**src/prcd_pkg.sv**
```systemverilog
// constants, types and decode function for the phase resistance code decoder
package prcd_pkg;

   // ---------------------------------------------------------------
   // code layout
   // ---------------------------------------------------------------
   localparam int CODE_W = 7;
   localparam int EXP_W = 3;
   localparam int MANT_W = 4;
   localparam int EXP_MSB = 6;
   localparam int EXP_LSB = 4;
   localparam int MANT_MSB = 3;
   localparam int MANT_LSB = 0;
   localparam logic [6:0] CODE_RESET = 7'h00;
   localparam logic [6:0] CODE_MAX = 7'h7F;

   // ---------------------------------------------------------------
   // decoded value
   // ---------------------------------------------------------------
   // 15 << 7 = 1920 needs 11 bits
   localparam int VALUE_W = 11;
   localparam logic [10:0] VALUE_MAX = 11'h780;
   localparam logic [10:0] VALUE_MIN = 11'h003;
   localparam logic [10:0] VALUE_RESET = 11'h000;

   // ---------------------------------------------------------------
   // physical scaling: one unit is 9.67 milliohm
   // ---------------------------------------------------------------
   localparam real LSB_MILLI_OHM = 9.67;
   localparam int LSB_MICRO_OHM_INT = int'(LSB_MILLI_OHM * 1000.0);
   localparam int WEIGHT_W = 14;
   localparam logic [13:0] LSB_MICRO_OHM = LSB_MICRO_OHM_INT[13:0];
   // 1920 * 9670 fits in 25 bits
   localparam int OHM_W = 25;
   localparam logic [24:0] OHM_RESET = 25'h0000000;

   // ---------------------------------------------------------------
   // sequencing
   // ---------------------------------------------------------------
   localparam int STEP_W = 4;
   localparam logic [3:0] STEP_LAST = 4'hA;
   localparam logic [3:0] STEP_RESET = 4'h0;

   typedef enum logic [1:0] {
      PRCD_IDLE = 2'b00,
      PRCD_EXPAND = 2'b01,
      PRCD_SCALE = 2'b10,
      PRCD_FINISH = 2'b11
   } prcd_state_t;

   // ---------------------------------------------------------------
   // helpers
   // ---------------------------------------------------------------
   function automatic logic [10:0] prcd_decode(input logic [6:0] code);
      logic [10:0] mant;
      mant = {7'h00, code[MANT_MSB:MANT_LSB]};
      prcd_decode = mant << code[EXP_MSB:EXP_LSB];
   endfunction

   // codes whose mantissa top bit is clear above shift zero are redundant
   function automatic logic prcd_off_table(input logic [6:0] code);
      prcd_off_table = (code[EXP_MSB:EXP_LSB] != 3'h0) && !code[MANT_MSB];
   endfunction

endpackage

```
**src/prcd_expand.sv**
```systemverilog
// registered expansion of the 7-bit resistance code into its linear value
`timescale 1ns/1ns
`default_nettype none
module prcd_expand
   import prcd_pkg::*;
(
   input wire logic clock,
   input wire logic rst_n,
   input wire logic clk_en,
   input wire logic load,
   input wire logic [prcd_pkg::CODE_W-1:0] phase_res_code,
   output logic [prcd_pkg::VALUE_W-1:0] value_q
);

   logic [EXP_W-1:0] phase_res_exponent;
   logic [MANT_W-1:0] phase_res_mantissa;
   logic [VALUE_W-1:0] value_d;

   // ---------------------------------------------------------------
   // split and shift
   // ---------------------------------------------------------------
   assign phase_res_exponent = phase_res_code[EXP_MSB:EXP_LSB];
   assign phase_res_mantissa = phase_res_code[MANT_MSB:MANT_LSB];
   // full 11-bit width keeps 15 << 7 intact
   assign value_d = {7'h00, phase_res_mantissa} << phase_res_exponent;

   always_ff @(posedge clock or negedge rst_n) begin
      if (!rst_n) begin
         value_q <= VALUE_RESET;
      end else if (clk_en && load) begin
         value_q <= value_d;
      end
   end

endmodule
`default_nettype wire

```
**src/prcd_decoder.sv**
```systemverilog
// phase resistance code decoder: code hold, expansion and micro-ohm scaling
//
// What this block does
// - holds resistance as one 7-bit code: 3-bit shift over 4-bit mantissa
// - digital value is the mantissa shifted left by the shift field
// - each unit of the value stands for 9.67 milliohm
// - code 0x7F decodes to the largest value, 1920, about 18.6 ohm
`timescale 1ns/1ns
`default_nettype none
module prcd_decoder
   import prcd_pkg::*;
(
   input wire logic clock,
   input wire logic rst_n,
   input wire logic clk_en,
   input wire logic code_wr,
   input wire logic [prcd_pkg::CODE_W-1:0] code_wdata,
   output logic [prcd_pkg::CODE_W-1:0] phase_res_code,
   output logic [prcd_pkg::VALUE_W-1:0] phase_res_value,
   output logic [prcd_pkg::OHM_W-1:0] phase_to_center_resistance,
   output logic busy,
   output logic done,
   output logic below_min,
   output logic off_table,
   output logic at_max
);

   // ---------------------------------------------------------------
   // state
   // ---------------------------------------------------------------
   prcd_state_t state_q;
   prcd_state_t state_d;
   logic [CODE_W-1:0] code_q;
   logic [VALUE_W-1:0] value_q;
   logic [VALUE_W-1:0] mplier_q;
   logic [OHM_W-1:0] mcand_q;
   logic [OHM_W-1:0] acc_q;
   logic [STEP_W-1:0] step_q;
   logic [OHM_W-1:0] ohm_q;
   logic busy_q;
   logic done_q;
   logic below_min_q;
   logic off_table_q;
   logic at_max_q;
   logic take_wr;
   logic expand_en;
   logic [VALUE_W-1:0] value_now;

   assign take_wr = clk_en && code_wr;
   assign expand_en = (state_q == PRCD_EXPAND);
   assign value_now = prcd_decode(code_q);

   // ---------------------------------------------------------------
   // configuration code hold
   // ---------------------------------------------------------------
   // the write port models the first motor configuration register;
   // a new write always wins, even in the middle of a conversion
   always_ff @(posedge clock or negedge rst_n) begin
      if (!rst_n) begin
         code_q <= CODE_RESET;
      end else if (take_wr) begin
         code_q <= code_wdata;
      end
   end

   // ---------------------------------------------------------------
   // sequencer
   // ---------------------------------------------------------------
   always_comb begin
      state_d = state_q;
      case (state_q)
         PRCD_IDLE: begin
            state_d = PRCD_IDLE;
         end
         PRCD_EXPAND: begin
            state_d = PRCD_SCALE;
         end
         PRCD_SCALE: begin
            if (step_q == STEP_LAST) begin
               state_d = PRCD_FINISH;
            end
         end
         PRCD_FINISH: begin
            state_d = PRCD_IDLE;
         end
         default: begin
            state_d = PRCD_IDLE;
         end
      endcase
      if (code_wr) begin
         state_d = PRCD_EXPAND;
      end
   end

   always_ff @(posedge clock or negedge rst_n) begin
      if (!rst_n) begin
         state_q <= PRCD_IDLE;
      end else if (clk_en) begin
         state_q <= state_d;
      end
   end

   // ---------------------------------------------------------------
   // linear value
   // ---------------------------------------------------------------
   prcd_expand u_expand (
      .clock(clock),
      .rst_n(rst_n),
      .clk_en(clk_en),
      .load(expand_en),
      .phase_res_code(code_q),
      .value_q(value_q)
   );

   // ---------------------------------------------------------------
   // scaling to micro-ohm
   // ---------------------------------------------------------------
   // serial shift-add saves an 11x14 multiplier; eleven steps at 10 MHz
   // are far below any rate at which the setting can change
   always_ff @(posedge clock or negedge rst_n) begin
      if (!rst_n) begin
         step_q <= STEP_RESET;
      end else if (clk_en) begin
         if (state_q == PRCD_EXPAND) begin
            step_q <= STEP_RESET;
         end else if (state_q == PRCD_SCALE) begin
            step_q <= step_q + 4'h1;
         end
      end
   end

   always_ff @(posedge clock or negedge rst_n) begin
      if (!rst_n) begin
         mplier_q <= VALUE_RESET;
      end else if (clk_en) begin
         if (state_q == PRCD_EXPAND) begin
            mplier_q <= value_now;
         end else if (state_q == PRCD_SCALE) begin
            mplier_q <= {1'b0, mplier_q[VALUE_W-1:1]};
         end
      end
   end

   always_ff @(posedge clock or negedge rst_n) begin
      if (!rst_n) begin
         mcand_q <= OHM_RESET;
      end else if (clk_en) begin
         if (state_q == PRCD_EXPAND) begin
            mcand_q <= {11'h000, LSB_MICRO_OHM};
         end else if (state_q == PRCD_SCALE) begin
            mcand_q <= {mcand_q[OHM_W-2:0], 1'b0};
         end
      end
   end

   always_ff @(posedge clock or negedge rst_n) begin
      if (!rst_n) begin
         acc_q <= OHM_RESET;
      end else if (clk_en) begin
         if (state_q == PRCD_EXPAND) begin
            acc_q <= OHM_RESET;
         end else if (state_q == PRCD_SCALE && mplier_q[0]) begin
            acc_q <= acc_q + mcand_q;
         end
      end
   end

   // ---------------------------------------------------------------
   // results and status
   // ---------------------------------------------------------------
   always_ff @(posedge clock or negedge rst_n) begin
      if (!rst_n) begin
         ohm_q <= OHM_RESET;
      end else if (clk_en && state_q == PRCD_FINISH && !code_wr) begin
         ohm_q <= acc_q;
      end
   end

   always_ff @(posedge clock or negedge rst_n) begin
      if (!rst_n) begin
         busy_q <= 1'b0;
      end else if (clk_en) begin
         busy_q <= (state_d != PRCD_IDLE);
      end
   end

   always_ff @(posedge clock or negedge rst_n) begin
      if (!rst_n) begin
         done_q <= 1'b0;
      end else if (clk_en) begin
         done_q <= (state_q == PRCD_FINISH) && !code_wr;
      end
   end

   // flags judge the value of the code currently held; they update with done
   always_ff @(posedge clock or negedge rst_n) begin
      if (!rst_n) begin
         below_min_q <= 1'b1;
      end else if (clk_en && state_q == PRCD_FINISH && !code_wr) begin
         // the device cannot refuse such a setting, it only reports it
         below_min_q <= (value_now < VALUE_MIN);
      end
   end

   always_ff @(posedge clock or negedge rst_n) begin
      if (!rst_n) begin
         off_table_q <= 1'b0;
      end else if (clk_en && state_q == PRCD_FINISH && !code_wr) begin
         off_table_q <= prcd_off_table(code_q);
      end
   end

   always_ff @(posedge clock or negedge rst_n) begin
      if (!rst_n) begin
         at_max_q <= 1'b0;
      end else if (clk_en && state_q == PRCD_FINISH && !code_wr) begin
         at_max_q <= (code_q == CODE_MAX) && (value_now == VALUE_MAX);
      end
   end

   // ---------------------------------------------------------------
   // outputs
   // ---------------------------------------------------------------
   assign phase_res_code = code_q;
   assign phase_res_value = value_q;
   assign phase_to_center_resistance = ohm_q;
   assign busy = busy_q;
   assign done = done_q;
   assign below_min = below_min_q;
   assign off_table = off_table_q;
   assign at_max = at_max_q;

endmodule
`default_nettype wire

```
**config.mk**
```make
export PLATFORM = sky130hd
export DESIGN_NAME = prcd_decoder
export DESIGN_NICKNAME = d
export VERILOG_FILES = /design/src/prcd_pkg.sv /design/src/prcd_expand.sv /design/src/prcd_decoder.sv
export SDC_FILE = /design/constraint.sdc
export NUM_CORES = 1
export LEC_CHECK = 0
export BUFFER_PORTS_ARGS = -buffer_cell sky130_fd_sc_hd__clkbuf_2
export CAP_MARGIN = 10
export CELL_PAD_IN_SITES_DETAIL_PLACEMENT = 1
export CELL_PAD_IN_SITES_GLOBAL_PLACEMENT = 2
export CORE_ASPECT_RATIO = 0.9
export CORE_MARGIN = 2
export CORE_UTILIZATION = 30
export DETAILED_ROUTE_END_ITERATION = 10
export GPL_TIMING_DRIVEN = 0
export HOLD_SLACK_MARGIN = 0.06
export PLACE_DENSITY = 0.75
export SLEW_MARGIN = 15
export SYNTH_ARGS = -nofsm -noshare
export SYNTH_HDL_FRONTEND = slang
export SYNTH_SLANG_ARGS = --single-unit
```
**constraint.sdc**
```tcl
create_clock -name clock -period 3.1 [get_ports clock]
set_input_delay 0.93 -clock clock [delete_from_list [all_inputs] [get_ports clock]]
set_output_delay 0.93 -clock clock [all_outputs]
set_load 0.1 [all_outputs]
```
== Word level (Yosys, flattened, before mapping) ==
Index checks and enable logic that the tools add are counted.

* Bits in registers: 115
* Logic and storage cells: 52

* Reductions and logical operators: 18
* Shifts and indexed selects: 1
* Multiplexer cells: 11
* $add $sub $neg: 2
* Equal/unequal tests: 6
* Order comparisons: 1

{| class="wikitable"
|+ Operators by type and width
! cell !! number
|-
| 2-to-1 mux 25 bit || 4
|-
| adder 25 bit || 1
|-
| 2-to-1 mux 11 bit || 2
|-
| == test 11 bit, second input constant || 1
|-
| < comparator 11 x 2 -> 1 bit, second input constant || 1
|-
| left shift 4 x 3 -> 11 bit || 1
|-
| logical AND 1 bit || 8
|-
| 2-to-1 mux 4 bit || 2
|-
| == test 7 bit, second input constant || 1
|-
| case mux 2 bit (3 select lines) || 1
|-
| nonzero test 2 bit || 3
|-
| adder 4 x 1 -> 4 bit, second input constant || 1
|-
| == test 2 bit, second input constant || 2
|-
| == test 4 bit, second input constant || 1
|-
| 2-to-1 mux 2 bit || 2
|-
| AND reduction 2 bit || 2
|-
| nonzero test 3 bit || 1
|-
| == test 2 x 1 -> 1 bit, second input constant || 1
|-
| logical NOT 1 bit || 2
|-
| logical NOT 2 bit || 1
|-
| OR reduction 2 bit || 1
|}

== Depth between registers and ports, before layout ==
* Depth in word-level cells: 5
* Mapped depth: 9
* Mapped depth without buffers: 9

== Modules after synthesis ==
Synthesis repeated with hierarchy kept, for this count alone.

* Cell total of the unflattened synthesis: 619
* Area total of the unflattened synthesis: 6025.8 µm²

{| class="wikitable"
|+ Modules (own cells, without submodules)
! module !! times used !! area each (µm²) !! cells an instance
|-
| prcd_decoder || 1 || 5410.2 || 555
|-
| prcd_expand || 1 || 615.6 || 64
|}

== Worst setup path after synthesis ==
OpenSTA, ideal clock, no wires.

* Path type: register -> register
* From: register mcand_q[1]
* To: register acc_q[21]
* Arrival: 2377 ps
* Cell stages (with the launch flop): 10
* Period minus slack after synthesis: 2508 ps
* Slack: 592 ps
* Path buffers: 0
* Required time: 2970 ps
* Library setup time: 130 ps
* Cell sequence: dfrtp_1 ha_1 fa_1 a211oi_2 o21ai_1 a211oi_1 nor2_1 a311oi_1 mux2i_1 o21ai_1

* Longest elaborated chain between the ends: 3

{| class="wikitable"
|+ RTL lines
! element !! RTL line !! RTL
|-
| start, declared || prcd_decoder.sv:36 || <nowiki>logic [OHM_W-1:0] mcand_q;</nowiki>
|-
| start signal, assigned || prcd_decoder.sv:149 || <nowiki>mcand_q <= {11'h000, LSB_MICRO_OHM};</nowiki>
|-
| start signal, assigned || prcd_decoder.sv:151 || <nowiki>mcand_q <= {mcand_q[OHM_W-2:0], 1'b0};</nowiki>
|-
| adder 25 bit || prcd_decoder.sv:163 || <nowiki>acc_q <= acc_q + mcand_q;</nowiki>
|-
| 2-to-1 mux 25 bit || prcd_decoder.sv:162 || <nowiki>end else if (state_q == PRCD_SCALE && mplier_q[0]) begin</nowiki>
|-
| 2-to-1 mux 25 bit || prcd_decoder.sv:160 || <nowiki>if (state_q == PRCD_EXPAND) begin</nowiki>
|-
| end signal, assigned || prcd_decoder.sv:163 ||
|-
| end, declared || prcd_decoder.sv:37 || <nowiki>logic [OHM_W-1:0] acc_q;</nowiki>
|}

No other way between the ends. The select of a mux whose other input is x is not followed.
A chain may end at the register's enable or synchronous reset.

== Worst setup path after layout ==
Same ends and word-level chain as after synthesis.

==> impl_metrics.toml <==
[clock_tree]
h-tree-depth = 3
cts_buffers = 9
cts-hold-fix-buffers = 0
cts.sinks = 112
clk_pin_slew_worst_paths_ns = 0.08
cts_tree = "yes"
root_buffer = "clkbuf_16"
clk_path_buf_depth = 2
insertion_delay_ns = 0.36

[pwr]
power_density_mw_per_mm2 = 712.7
ir_drop_mv = 0.4557
power.total_mw = 4.916
p_leak_nw = 3.253

[yosys]
syn_area_sq_mm = 0.005941
async_flop_share_pct = 100.0
syn_inst = 613
yosys_register_bits = 112
ys.flop_type = "dfrtp_1"
synth_warnings = 0
synth_area_per_cell_sq_um = 9.691
synth_edf_count = 0
synth_nets = 653
seq_area_frac_synth_pct = 47.20
ys_types = 55

[timing]
report.final.slew_viol_count = 0
setup_viol = 0
fmax_mhz = 346.1
tightest_slew_ns = 0.8578
slew_headroom_pct = 42.43
fin_crit_sh_pct = 93.20
holdWs_ns = 0.4214
hold_violations = 0
rsz0062_at_grt = "no"
finClkSkew_ns = 0.01071
period_minus_slack_ns = 2.889

[layout]
post-route-util_pct = 35.78
fin_nets = 722
drive_above_1_share_pct = 17.76
n_antenna_cell = 0
mostFrequentLayoutCell = "dfrtp_1"
final_cell_mix = "111 x dfrtp_1, 97 x nand2_1, 71 x o21ai_0"
fin_area_sq_mm = 0.006898
area_delta_synth_final_pct = 16.11

[worst_setup_path]
setup.worst_path.end_class = "register"
cp.arrival_ns = 3.11
critPathLaunchType = "register"
critPathKind = "register to register"
critPathMaxFanout = 6
critical_path_required_ns = 3.32

[hold_path]
min_path_type = "input pin to async pin"

[drt]
viasPerCell = 5.091
wl_per_cell_um = 17.44
drt-total-wl_um = 16340
ant_nets = 0
drtIter0Drc = 221
top_layer = "met4"
dr_wl_met3_um = 424
vias = 4770
route.detailed.drc = 0
wirelength_met1_um = 7830
wl_met2_um = 7963
first_pass_iters = 4

[global_routing]
grtUsageTotal_pct = 16.22
grt.overflow.total = 0
grt_pass1_wl_um = 26900
grt_start_max_net_pins = 95
first_global_vias = 5108
antenna_found_initial = 0

[placement]
gp_congestion = 0.8124
dpl-instance-area_sq_mm = 0.006575
dpl.hpwl_um = 12030
port_buffers = 57

[die]
die_y_um = 137.5
initial_core_util_pct = 30.82
chipWidth_um = 152.3
core_area_sq_mm = 0.01928
num_rows = 48
die-area_sq_mm = 0.02095
ioPinCount = 59

[flow_run]
maxCapViolCount = 0

[outcome]
status = "finished clean"
==> path summary, 6_finish.rpt <==
| path | startpoint | endpoint | slack (ns) | cells past startpoint |
|---|---|---|---|---|
| worst min-delay path | rst_n | phase_to_center_resistance[12]$_DFFE_PN0P_ | 0.42 | 1 |
| min in group clock | below_min$_DFFE_PN1P_ | below_min$_DFFE_PN1P_ | 0.48 | 2 |
| max in group asynchronous | rst_n | mplier_q[9]$_DFFE_PN0P_ | 1.93 | 2 |
| worst max register to register | mcand_q[1]$_DFFE_PN0P_ | acc_q[21]$_DFFE_PN0P_ | 0.21 | 9 |
| worst min register to register | below_min$_DFFE_PN1P_ | below_min$_DFFE_PN1P_ | 0.48 | 2 |
| worst max-delay path | mcand_q[1]$_DFFE_PN0P_ | acc_q[21]$_DFFE_PN0P_ | 0.21 | 9 |
==> kinds of logic after synthesis <==
logic type / share of synthesized area [%]
buffers and inverters: 2.843
adder cells (fa/ha/maj): 6.234
flip-flops: 47.20
AO/OA/AOI/OAI: 17.50
XOR/XNOR: 2.064
multiplexers: 8.298
AND/OR/NAND/NOR: 15.80
other: 0.06312
==> state kept, by name, indices dropped and copies added (netlist names) <==
register and flops:
acc_q 24, at_max 1, below_min 1, busy 1
done 1, mcand_q 24, mplier_q 11, off_table 1
phase_res_code 7, phase_to_center_resistance 24, state_q 2, step_q 4
u_expand.value_q 11
==> critical path: stages, from the launching register on <==
cell	delay, ns
dfrtp_1	0.41
ha_1	0.28
fa_1	0.46
a211oi_2	0.30
o21ai_1	0.19
a211oi_2	0.28
nor2_1	0.17
a311oi_2	0.35
mux2i_1	0.23
o21ai_1	0.07
==> through the flow <==
stage | setup slack [ns] | instances | TNS, ns
finish | 0.2109 | 937 | 0
global route | 0.02480 | 937 | 0
CTS | 0.1018 | 937 | 0
detailed placement | 0.04018 | 921 | 0
global placement | -0.6190 | 920 | -67.12
floorplan | 0.5923 | 613 | 0
==> Yosys cell counts, types with 2 or more instances <==
cell / count / area share (%)
o211ai_1: 4 / 0.51
nor3_1: 13 / 1.1
nand3_1: 7 / 0.59
clkbuf_1: 27 / 1.7
or3_1: 2 / 0.21
o21ai_1: 10 / 0.84
nor2_1: 35 / 2.2
inv_1: 12 / 0.76
dfrtp_1: 111 / 47
mux2_2: 34 / 6.4
o22ai_1: 2 / 0.21
a211oi_1: 8 / 1.0
o21ai_0: 71 / 6.0
and2_1: 3 / 0.32
nor2b_1: 8 / 0.84
nor4_2: 2 / 0.42
a22o_1: 2 / 0.29
a311oi_1: 2 / 0.29
buf_1: 4 / 0.25
a21oi_1: 22 / 1.9
nand4_1: 4 / 0.42
ha_1: 28 / 5.9
nand2_1: 97 / 6.1
xor2_1: 8 / 1.2
a22oi_1: 2 / 0.25
nand3b_1: 2 / 0.25
xnor2_1: 6 / 0.88
a21o_1: 9 / 1.1
a31oi_1: 6 / 0.63
mux2i_1: 11 / 1.9
or2_1: 2 / 0.21
o21a_1: 2 / 0.25
o31ai_1: 8 / 1.0
a211o_1: 2 / 0.29
o21bai_1: 8 / 1.0
nand2b_1: 20 / 2.1
==> report_power, final <==
| group | switching [mW] | internal (mW) |
|---|---|---|
| logic | 1.27 | 0.447 |
| registers | 0.233 | 1.73 |
| clock network | 0.579 | 0.660 |
==> routing by layer <==
metal	GRT usage [%]	vias to the layer above
li1	-	2308
met1	21.59	2409
met2	27.80	44
met3	3.303	9
met4	2.960	0
met5	0	-
==> timing repair <==
item,4_1_cts,5_1_grt
setup buffers,0,0
endpoints found under the setup margin,1,2
hold endpoints to repair,0,0
pin swaps,0,0
resized for setup,1,1
==> area by class of cell <==
type / count / area (sq um)
fillers: 2229 / 12380
multi-input cells: 457 / 2979
flip-flops and latches: 112 / 2804
repair buffers: 58 / 321.6
well taps: 250 / 312.8
clock buffers: 10 / 239.0
plain buffers: 32 / 123.9
clock inverters: 6 / 72.57
inverters: 12 / 45.04
(Power assumes the default switching activity.)
